`src/rtl/rstic_pkg.sv`:
```
package rstic_pkg;

    // oscillator settle time, already in bus clock cycles (plain default)
    localparam logic [11:0] POWER_UP_HOLD_CYCLES = 12'hfe0;

    // two-byte vector addresses, in address order; the hardware ones highest priority first
    localparam logic [15:0] VEC_RESET = 16'h1ffe;
    localparam logic [15:0] VEC_SWI = 16'h1ffc;
    localparam logic [15:0] VEC_EXT = 16'h1ffa;
    localparam logic [15:0] VEC_SECOND = 16'h1ff8;
    localparam logic [15:0] VEC_TIMER = 16'h1ff6;
    localparam logic [15:0] VEC_KEYPAD = 16'h1ff4;

    // register indices; byte address is four times the index
    localparam logic [5:0] KEYPAD_ENABLE_IDX = 6'h0b;
    localparam logic [5:0] MISC_CONTROL_IDX = 6'h0c;
    localparam logic [5:0] STATUS_IDX = 6'h10;

    localparam logic [7:0] MISC_CONTROL_RESET = 8'h10;
    localparam logic [7:0] KEYPAD_ENABLE_RESET = 8'h00;

    // hardware pending vector bit positions
    localparam int PEND_EXT = 3;
    localparam int PEND_SECOND = 2;
    localparam int PEND_TIMER = 1;
    localparam int PEND_KEYPAD = 0;

    // status register bit positions
    localparam int STAT_EXT = 0;
    localparam int STAT_SECOND = 1;
    localparam int STAT_KEYPAD = 2;
    localparam int STAT_IBIT = 3;
    localparam int STAT_RESET = 4;

    // misc_control layout, bit 7 first
    typedef struct packed {
        logic keypad_master_enable;
        logic keypad_latch_clear;
        logic ext_line_edge_sel;
        logic ext_line_enable;
        logic low_supply_reset_enable;
        logic slow_clock_select;
        logic second_line_latch_clear;
        logic second_line_enable;
    } rstic_misc_t;

    // request handed to the cpu core
    typedef struct packed {
        logic take;
        logic software_trap_instr;
        logic [15:0] vector;
    } rstic_cpu_req_t;

    typedef enum logic [1:0] {
        ST_POR_HOLD = 2'b00,
        ST_PIN_WAIT = 2'b01,
        ST_RUN = 2'b10
    } rstic_state_t;

endpackage

```
`src/rtl/rstic_top.sv`:
```
// Chosen here: register access over APB.
`timescale 1ns/1ps
`default_nettype none
module rstic_top
    import rstic_pkg::*;
(
    input wire logic i_ref_clk,
    input wire logic i_sys_rst,
    // apb slave
    input wire logic i_psel,
    input wire logic i_penable,
    input wire logic i_pwrite,
    input wire logic [7:0] i_paddr,
    input wire logic [31:0] i_pwdata,
    output logic [31:0] o_prdata,
    output logic o_pready,
    output logic o_pslverr,
    // pins and analog detector
    input wire logic i_reset_pin_n,
    output logic o_reset_pin_o,
    output logic o_reset_pin_oe,
    input wire logic i_low_supply,
    input wire logic i_ext_line_n,
    input wire logic i_shared_port_pin,
    input wire logic [7:0] i_keypad_pins,
    // timer block, same clock
    input wire logic i_timer_overflow_flag,
    input wire logic i_timer_request_mask,
    // cpu core
    input wire logic i_boundary,
    input wire logic i_swi_fetch,
    input wire logic i_swi_instr,
    input wire logic i_rti,
    input wire logic i_rti_ibit,
    input wire logic i_ccr_write,
    input wire logic i_ccr_ibit,
    output logic o_cpu_reset,
    output logic o_ibit,
    output logic o_irq_pending,
    output rstic_cpu_req_t o_req,
    output logic o_slow_clock_select
);
    logic [11:0] pins_s;
    logic pin_n_s, low_s, ext_s, pd6_s;
    logic [7:0] kp_s;
    rstic_state_t st_q, st_d;
    logic [11:0] cnt_q, cnt_d;
    logic rst_q, rst_d, dev_rst;
    rstic_misc_t misc_q, misc_d, misc_rst;
    logic [7:0] kp_en_q, kp_en_d;
    logic [9:0] prev_q, prev_d;
    logic ext_lat_q, ext_lat_d, sec_lat_q, sec_lat_d, kp_lat_q, kp_lat_d;
    logic ibit_q, ibit_d;
    logic [3:0] snap_q, snap_d, hw_pend, sel_pend;
    rstic_cpu_req_t req_q, req_d;
    logic pend_q, pend_d;
    logic rdy_q, rdy_d;
    logic [31:0] rdata_q, rdata_d;
    logic wr_en, hit_kp, hit_misc, hit_stat;
    logic ext_fall, sec_fall;
    logic [7:0] kp_fall;

    // every pin crosses two flops before use; pins idle high, supply idle ok
    rstic_sync #(.W(12), .RST_VAL(12'hbff)) u_sync (
        .i_ref_clk(i_ref_clk),
        .i_sys_rst(i_sys_rst),
        .i_d({i_reset_pin_n, i_low_supply, i_ext_line_n, i_shared_port_pin, i_keypad_pins}),
        .o_q(pins_s)
    );
    assign pin_n_s = pins_s[11];
    assign low_s = pins_s[10];
    assign ext_s = pins_s[9];
    assign pd6_s = pins_s[8];
    assign kp_s = pins_s[7:0];

    // reset sequencer; counter only restarts on power-up
    always_comb
    begin
        st_d = st_q;
        cnt_d = cnt_q;
        case (st_q)
            ST_POR_HOLD:
            begin
                cnt_d = cnt_q + 12'h001;
                if (cnt_q == POWER_UP_HOLD_CYCLES - 12'h001)
                begin
                    st_d = ST_PIN_WAIT;
                end
            end
            ST_PIN_WAIT:
            begin
                if (pin_n_s)
                begin
                    st_d = ST_RUN;
                end
            end
            ST_RUN: st_d = ST_RUN;
            default: st_d = ST_POR_HOLD;
        endcase
        // pin and enabled low supply both hold the core in reset
        rst_d = (st_q != ST_RUN) || !pin_n_s
            || (misc_q.low_supply_reset_enable && low_s);
    end

    always_ff @(posedge i_ref_clk)
    begin
        if (i_sys_rst)
        begin
            st_q <= ST_POR_HOLD;
            cnt_q <= 12'h000;
            rst_q <= 1'b1;
        end
        else
        begin
            st_q <= st_d;
            cnt_q <= cnt_d;
            rst_q <= rst_d;
        end
    end

    // pin pulled low internally for the whole hold period
    assign o_reset_pin_o = 1'b0;
    assign o_reset_pin_oe = (st_q == ST_POR_HOLD);
    assign o_cpu_reset = rst_q;
    // any reset returns the registers but only power-up clears the low-supply enable; low-supply reset lasts while supply is low
    assign dev_rst = i_sys_rst || rst_q;

    // apb decode; one wait state so read data comes from a flop
    assign hit_kp = (i_paddr[7:2] == KEYPAD_ENABLE_IDX) && (i_paddr[1:0] == 2'b00);
    assign hit_misc = (i_paddr[7:2] == MISC_CONTROL_IDX) && (i_paddr[1:0] == 2'b00);
    assign hit_stat = (i_paddr[7:2] == STATUS_IDX) && (i_paddr[1:0] == 2'b00);
    assign wr_en = i_psel && i_penable && rdy_q && i_pwrite;

    // edge detectors on synchronised pins
    assign ext_fall = prev_q[9] && !ext_s;
    assign sec_fall = prev_q[8] && !pd6_s;
    assign kp_fall = prev_q[7:0] & ~kp_s;

    // control registers and source latches
    always_comb
    begin
        misc_d = misc_q;
        kp_en_d = kp_en_q;
        // power-up clears the low-supply enable, its own reset must not
        misc_rst = rstic_misc_t'(MISC_CONTROL_RESET);
        misc_rst.low_supply_reset_enable = misc_q.low_supply_reset_enable && !i_sys_rst;
        if (wr_en && hit_misc)
        begin
            misc_d = rstic_misc_t'(i_pwdata[7:0]);
        end
        if (wr_en && hit_kp)
        begin
            kp_en_d = i_pwdata[7:0];
        end
        // clear bits are write-only strobes and never stored
        misc_d.keypad_latch_clear = 1'b0;
        misc_d.second_line_latch_clear = 1'b0;
        prev_d = {ext_s, pd6_s, kp_s};
        ext_lat_d = ext_lat_q;
        if (req_q.take && req_q.vector == VEC_EXT)
        begin
            ext_lat_d = 1'b0;
        end
        if (misc_q.ext_line_enable && misc_q.ext_line_edge_sel && ext_fall)
        begin
            ext_lat_d = 1'b1;
        end
        sec_lat_d = sec_lat_q;
        if (wr_en && hit_misc && i_pwdata[1])
        begin
            sec_lat_d = 1'b0;
        end
        if (misc_q.second_line_enable && sec_fall)
        begin
            sec_lat_d = 1'b1;
        end
        kp_lat_d = kp_lat_q;
        if (wr_en && hit_misc && i_pwdata[6])
        begin
            kp_lat_d = 1'b0;
        end
        if (misc_q.keypad_master_enable && |(kp_fall & kp_en_q))
        begin
            kp_lat_d = 1'b1;
        end
    end

    always_ff @(posedge i_ref_clk)
    begin
        if (dev_rst)
        begin
            misc_q <= misc_rst;
            kp_en_q <= KEYPAD_ENABLE_RESET;
            prev_q <= 10'h3ff;
            ext_lat_q <= 1'b0;
            sec_lat_q <= 1'b0;
            kp_lat_q <= 1'b0;
        end
        else
        begin
            misc_q <= misc_d;
            kp_en_q <= kp_en_d;
            prev_q <= prev_d;
            ext_lat_q <= ext_lat_d;
            sec_lat_q <= sec_lat_d;
            kp_lat_q <= kp_lat_d;
        end
    end

    // level mode re-requests while the wired line stays low
    always_comb
    begin
        hw_pend = 4'h0;
        hw_pend[PEND_EXT] = misc_q.ext_line_enable
            && (misc_q.ext_line_edge_sel ? ext_lat_q : !ext_s);
        hw_pend[PEND_SECOND] = misc_q.second_line_enable && sec_lat_q;
        hw_pend[PEND_TIMER] = i_timer_overflow_flag && !i_timer_request_mask;
        hw_pend[PEND_KEYPAD] = misc_q.keypad_master_enable && kp_lat_q;
    end

    // arbitration, evaluated only at instruction boundaries
    always_comb
    begin
        req_d = req_q;
        req_d.take = 1'b0;
        req_d.software_trap_instr = 1'b0;
        snap_d = snap_q;
        ibit_d = ibit_q;
        sel_pend = 4'h0;
        if (i_swi_fetch)
        begin
            snap_d = hw_pend;
        end
        if (i_ccr_write)
        begin
            ibit_d = i_ccr_ibit;
        end
        if (i_rti)
        begin
            ibit_d = i_rti_ibit;
        end
        if (i_boundary)
        begin
            // trap runs after requests pending at its fetch only
            sel_pend = i_swi_instr ? (hw_pend & snap_q) : hw_pend;
            if (!ibit_q && |sel_pend)
            begin
                req_d.take = 1'b1;
                ibit_d = 1'b1;
                if (sel_pend[PEND_EXT])
                begin
                    req_d.vector = VEC_EXT;
                end
                else if (sel_pend[PEND_SECOND])
                begin
                    req_d.vector = VEC_SECOND;
                end
                else if (sel_pend[PEND_TIMER])
                begin
                    req_d.vector = VEC_TIMER;
                end
                else
                begin
                    req_d.vector = VEC_KEYPAD;
                end
            end
            else if (i_swi_instr)
            begin
                req_d.take = 1'b1;
                req_d.software_trap_instr = 1'b1;
                req_d.vector = VEC_SWI;
                ibit_d = 1'b1;
            end
        end
        pend_d = !ibit_q && |hw_pend;
    end

    always_ff @(posedge i_ref_clk)
    begin
        if (dev_rst)
        begin
            req_q <= '{take: 1'b0, software_trap_instr: 1'b0, vector: VEC_RESET};
            ibit_q <= 1'b1;
            snap_q <= 4'h0;
            pend_q <= 1'b0;
        end
        else
        begin
            req_q <= req_d;
            ibit_q <= ibit_d;
            snap_q <= snap_d;
            pend_q <= pend_d;
        end
    end

    // clear strobes read as zero; unmapped addresses flag an error
    always_comb
    begin
        rdy_d = i_psel && i_penable && !rdy_q;
        rdata_d = 32'h0000_0000;
        if (hit_misc)
        begin
            rdata_d[7:0] = misc_q;
        end
        else if (hit_kp)
        begin
            rdata_d[7:0] = kp_en_q;
        end
        else if (hit_stat)
        begin
            rdata_d[STAT_EXT] = ext_lat_q;
            rdata_d[STAT_SECOND] = sec_lat_q;
            rdata_d[STAT_KEYPAD] = kp_lat_q;
            rdata_d[STAT_IBIT] = ibit_q;
            rdata_d[STAT_RESET] = rst_q;
        end
    end

    always_ff @(posedge i_ref_clk)
    begin
        if (i_sys_rst)
        begin
            rdy_q <= 1'b0;
            rdata_q <= 32'h0000_0000;
        end
        else
        begin
            rdy_q <= rdy_d;
            rdata_q <= rdata_d;
        end
    end

    assign o_pready = rdy_q;
    assign o_prdata = rdata_q;
    assign o_pslverr = rdy_q && !(hit_kp || hit_misc || hit_stat);
    assign o_ibit = ibit_q;
    assign o_irq_pending = pend_q;
    assign o_req = req_q;
    assign o_slow_clock_select = misc_q.slow_clock_select;
endmodule
`default_nettype wire

```
`src/rtl/rstic_sync.sv`:
```
`timescale 1ns/1ps
`default_nettype none
module rstic_sync #(
    parameter int W = 1,
    parameter logic [W-1:0] RST_VAL = '1
) (
    input wire logic i_ref_clk,
    input wire logic i_sys_rst,
    input wire logic [W-1:0] i_d,
    output logic [W-1:0] o_q
);
    logic [W-1:0] meta_q;
    logic [W-1:0] meta_d;
    logic [W-1:0] sync_q;
    logic [W-1:0] sync_d;

    // two flops; the first is read only by the second
    always_comb
    begin
        meta_d = i_d;
        sync_d = meta_q;
    end

    always_ff @(posedge i_ref_clk)
    begin
        if (i_sys_rst)
        begin
            meta_q <= RST_VAL;
            sync_q <= RST_VAL;
        end
        else
        begin
            meta_q <= meta_d;
            sync_q <= sync_d;
        end
    end

    assign o_q = sync_q;
endmodule
`default_nettype wire

```
`config.mk`:
```
export PLATFORM = sky130hd
export DESIGN_NAME = rstic_top
export DESIGN_NICKNAME = d
export VERILOG_FILES = /design/src/rtl/rstic_pkg.sv /design/src/rtl/rstic_top.sv /design/src/rtl/rstic_sync.sv
export SDC_FILE = /design/constraint.sdc
export NUM_CORES = 1
export LEC_CHECK = 0
export BUFFER_PORTS_ARGS = -buffer_cell sky130_fd_sc_hd__clkbuf_2
export CORE_MARGIN = 8
export CORE_UTILIZATION = 38
export CTS_BUF_LIST = sky130_fd_sc_hd__clkbuf_8
export DETAILED_ROUTE_END_ITERATION = 6
export PLACE_DENSITY_LB_ADDON = 0.25
export SLEW_MARGIN = 20
export SYNTH_ARGS = -nofsm -noshare
export SYNTH_HDL_FRONTEND = slang
export SYNTH_HIERARCHICAL = 1
export SYNTH_SLANG_ARGS = --single-unit
```
`constraint.sdc`:
```
create_clock -name i_ref_clk -period 3.35 [get_ports i_ref_clk]
set_input_delay 0.67 -clock i_ref_clk [delete_from_list [all_inputs] [get_ports i_ref_clk]]
set_output_delay 0.67 -clock i_ref_clk [all_outputs]
set_load 0.02 [all_outputs]
```
# After elaboration in Yosys (flattened, before gate mapping)
# Index checks and enable logic that the tools add are counted.
[classes] muxes=28 n_reduce_logical=54 eq_ne=10 n_addsub=1 bitwise_logic=5
[op_table] cell="logical AND 1 bit" n=27
[op_table] cell="two-way mux 4 bit" n=5
[op_table] cell="two-way mux 18 bit" n=1
[op_table] cell="bitwise AND 8 bit" n=2
[op_table] cell="equality test 16 x 13 -> 1 bit (second input constant)" n=1
[op_table] cell="two-way mux 16 bit" n=1
[op_table] cell="two-way mux 1 bit" n=13
[op_table] cell="adder 12 x 1 -> 12 bit (second input constant)" n=1
[op_table] cell="equality test 12 bit (second input constant)" n=1
[op_table] cell="equality test 6 x 4 -> 1 bit (second input constant)" n=2
[op_table] cell="two-way mux 5 bit" n=2
[op_table] cell="nonzero test 2 bit" n=5
[op_table] cell="zero test 1 bit" n=8
[op_table] cell="two-way mux 8 bit" n=1
[op_table] cell="inverter 8 bit" n=1
[op_table] cell="OR reduction 4 bit" n=2
[op_table] cell="OR reduction 8 bit" n=1
[op_table] cell="equality test 6 x 5 -> 1 bit (second input constant)" n=1
[op_table] cell="two-way mux 2 bit" n=3
[op_table] cell="case mux 2 bit (3 select lines)" n=1
[op_table] cell="logical OR 1 bit" n=5
[op_table] cell="bitwise AND 4 bit" n=1
[op_table] cell="zero test 2 bit" n=2
[op_table] cell="!= test 2 x 1 -> 1 bit (second input constant)" n=2
[op_table] cell="other kinds (8)" n=9
[totals] regBits=124

# Depth between registers and ports, before layout
[logic_depth] ltp_word=9 mapped_depth=7

# By module
# Netlist, hierarchy kept.
[by_module_without_submodules] mod="rstic_top" area_each_um2=2966.6 seq_area_each_um2=1271.2 cells_per_inst=321 instances=1
[by_module_without_submodules] mod="rstic_sync" area_each_um2=658.1 seq_area_each_um2=480.5 cells_per_inst=50 instances=1

# Worst setup path after synthesis
# No wires, ideal clock.
[synth_timing] path_type="in2out" startpoint="input i_paddr[4]" endpoint="output o_pslverr" cell_stages=4 required_ps=2680 path_slack_ps=839 path_buffers=1 t_arrival_ps=1841 cell_sequence="nor4b_1 > and2_1 > clkbuf_1 > nor4bb_1"
[synth_via] elab_chain_len=6 elab_cells_between_ends=10
[synth_lines] element="start: declaration" line="rstic_top.sv:13" source="input wire logic [7:0] i_paddr,"
[synth_lines] element="equality test 6 x 4 -> 1 bit, on equally long branches" line="rstic_top.sv:129, rstic_top.sv:130"
[synth_lines] element="logical AND 1 bit, on equally long branches" line="rstic_top.sv:129, rstic_top.sv:130"
[synth_lines] element="logical OR 1 bit" line="rstic_top.sv:335" source="assign o_pslverr = rdy_q && !(hit_kp || hit_misc || hit_stat);"
[synth_lines] element="logical OR 1 bit *" line="rstic_top.sv:335"
[synth_lines] element="zero test 1 bit *" line="rstic_top.sv:335"
[synth_lines] element="logical AND 1 bit *" line="rstic_top.sv:335"
[synth_lines] element="end: declaration" line="rstic_top.sv:17" source="output logic o_pslverr,"
# Mark *: on every way between the ends. The rest lies on a longest branch, timed or not.

# Worst setup path in the final report
[layout_timing] startpoint="input i_paddr[1]" endpoint="output o_pslverr"
[layout_via] elab_chain_len=6 elab_cells_between_ends=8
[layout_lines] element="zero test 2 bit *" line="rstic_top.sv:129, rstic_top.sv:130, rstic_top.sv:131"
[layout_lines] element="logical AND 1 bit, on equally long branches" line="rstic_top.sv:129, rstic_top.sv:130"
[layout_lines] element="logical OR 1 bit" line="rstic_top.sv:335"
[layout_lines] element="logical OR 1 bit *" line="rstic_top.sv:335"
[layout_lines] element="zero test 1 bit *" line="rstic_top.sv:335"
[layout_lines] element="logical AND 1 bit *" line="rstic_top.sv:335"
# Marks and branches as above.

==> flow_summary.json <==
{
  "ios": 124,
  "wl_per_cell_um": 13.78,
  "dieArea_sq_um": 12920,
  "hold_depth": 1,
  "row_count": 35,
  "setup_viol": 0,
  "grt_max_degree": 43,
  "initial_utilization_pct": 39.23,
  "synthTopCellsByCount": "86 x dfxtp_1, 37 x buf_4, 26 x nor2_1",
  "rr_worst_depth": 4,
  "overflow": 0,
  "routabilityCongestion": 0.7656,
  "rsz0062_at_grt": "false",
  "drt-total-wl_um": 7816,
  "yosys.area.top_type": "dfxtp_1",
  "utilization_pct": 44.66,
  "h-tree-depth": 3,
  "fin_nets": 503,
  "maxCapViolCount": 0,
  "multi_input_area_sq_um": 1618,
  "num_vias": 2603,
  "min-delay-start": "u_sync/meta_q[8]",
  "drt_iter0_markers": 114,
  "p_leak_nw": 1.632,
  "cts_buffers": 9,
  "grt_pass1_vias": 2534,
  "ys_types": 52,
  "rrSetupSlack_ps": 1540,
  "layout-drive-gt1-share_pct": 23.97,
  "via_per_inst": 4.591,
  "cts_tree": "yes",
  "clkTransAtPathRegs_ps": 80,
  "drv_slew": 0,
  "status": "complete, no violations",
  "regArea_sq_um": 1752,
  "cp_max_fo": 8,
  "synthesis.area_sq_um": 3625,
  "hold_end": "u_sync/o_q[8]",
  "synth-seq-cells": 87,
  "max_stage_delay_ps": 480,
  "cts_root_buffer": "clkbuf_8",
  "cp_cell_sequence": "clkbuf_2 -> nor4b_1 -> and2_1 -> nor4bb_1 -> clkbuf_2",
  "die_w_um": 113.7,
  "synth_ff_type": "dfxtp_1",
  "yosys_warnings": 6,
  "peakVddDrop_v": 0.0003172,
  "path_common_cell": "clkbuf_2",
  "arrival_ps": 1920,
  "period_share_pct": 77.39,
  "dp.cells": 551,
  "grt_pass1_wl_um": 12810,
  "critical-path-top-delay-family": "simple AND/OR/NAND/NOR gates",
  "fmax_mhz": 385.7,
  "yosysMostFrequentCell": "dfxtp_1",
  "firstDrtPassIters": 4,
  "cts_buffer_depth": 2,
  "async_flop_share_pct": 0,
  "holdCritPathClass": "reg2reg",
  "cts_resized": 0,
  "worstSetupEndpointType": "output pin",
  "antenna_found_initial": 0,
  "worst_pin_slew_ps": 807.3,
  "synth-edff-count": 1,
  "crit_slowest_cell": "nor4b_1",
  "fin_cells": 567,
  "n_fill_cell": 927,
  "hold_viol": 0,
  "post_cts_buffers": 0,
  "core_area_sq_um": 9240,
  "final.setup.tns_ps": 0,
  "clk_latency_ps": 350,
  "num_antenna_cells": 0,
  "timing.rr.start": "misc_q[5]",
  "cts.sinks": 87,
  "ant_nets": 0,
  "maxSlewHeadroom_pct": 45.48,
  "crit_buf_inv": 2,
  "track_usage_pct": 12.31,
  "synth_top_area_share_pct": 47.50,
  "fin_crit_ps": 2593,
  "hold_buffers": 0,
  "ys_seq_area_share_pct": 48.33,
  "syn_avg_cell_area_sq_um": 9.770,
  "worstSetupPathType": "in2out",
  "ys_top_cells_by_area": "dfxtp_1 47%, buf_4 7.7%, mux2i_1 4.7%",
  "die_y_um": 113.7,
  "power_density_nw_per_um2": 462.5,
  "route.detailed.drc": 0,
  "dp_hpwl_um": 5839,
  "cp-start-kind": "primary input",
  "fin_skew_ps": 12.76,
  "synthToLayoutAreaGrowth_pct": 13.84,
  "portBuffers": 70,
  "r2r-end": "o_req[1]",
  "synthCells": 371,
  "required_ps": 2680
}
-- placed cells by master (no fill, tap or decap), types with 5 or more instances in the layout --
cell type  Yosys  final
nor3_1         7      7
conb_1         1     29
a21oi_1       11     11
nand4_1        5      5
or3_1         12     12
xor2_1         5      5
a22oi_1        6      6
clkbuf_8       0     10
nor2_2         8      8
or2_1         20     20
mux2i_1       17     17
clkbuf_2       0     70
nand2_1       17     17
nand3_1        6      6
nor2_1        26     26
nand3b_1      11     11
nand2b_1      11     11
inv_1          5      5
dfxtp_1       86     86
o21ai_0        9      9
-- through the flow --
stage	cell area (sq um)	hold slack, ps	power [mW]	setup WS, ps
2_1_floorplan	3730	383.2	1.180	839.5
4_1_cts	4126	408.8	1.932	785.6
3_5_place_dp	3923	388.7	1.194	789.9
3_3_place_gp	3923	388.8	1.192	798.1
5_1_grt	4126	418.7	1.992	649.8
6_report	4126	408.4	1.909	757.4
-- kinds of logic after synthesis --
group,after synthesis,share of synthesized area (%)
other cells,1,0.1035
flops,87,48.33
mux,17,4.694
xor+xnor,9,2.175
buf+inv,55,9.941
simple gates,153,25.13
compound gates,45,8.250
fa+ha+maj,4,1.381
-- per-layer routing --
metal / wire [um] / track usage, % / share of wire (%)
met4: 61 / 4.529 / 0.78
met5: 0 / 0 / 0
met3: 671 / 4.015 / 8.6
met1: 3765 / 15.91 / 48
met2: 3317 / 18.66 / 42
-- sequential cells by signal, indices dropped and copies added (netlist names) --
signal / flops
st_q: 2
u_sync/o_q: 12
o_pready: 1
cnt_q: 12
kp_lat_q: 1
o_ibit: 1
prev_q: 10
o_req: 6
o_prdata: 8
o_irq_pending: 1
misc_q: 5
kp_en_q: 8
sec_lat_q: 1
snap_q: 4
ext_lat_q: 1
o_slow_clock_select: 1
u_sync/meta_q: 12
o_cpu_reset: 1
-- power by group --
| group | switching (mW) | leakage (nW) | internal, mW |
|---|---|---|---|
| clock network | 0.370 | 0.103 | 0.368 |
| logic | 0.0707 | 0.817 | 0.0397 |
| registers | 0.00832 | 0.712 | 1.05 |
-- worst max-delay path by stage --
| stage | endpoint | cells past startpoint | slack [ps] | startpoint |
|---|---|---|---|---|
| after floorplan | o_pslverr | 4 | 840 | i_paddr[4] |
| after global placement | o_pslverr | 5 | 800 | i_paddr[1] |
| after detailed placement | o_pslverr | 5 | 790 | i_paddr[1] |
| after CTS | o_pslverr | 5 | 790 | i_paddr[1] |
| after global routing | o_pslverr | 5 | 650 | i_paddr[1] |
| final | o_pslverr | 5 | 760 | i_paddr[1] |
-- area by class of cell --
class	instances	share of cell area, %
flip-flops and latches	87	42.45
multi-input cells	257	39.21
repair buffers	73	9.036
well taps	129	3.911
clock buffers	10	3.335
clock inverters	6	1.607
inverters	5	0.4548
(Power assumes the default switching activity.)
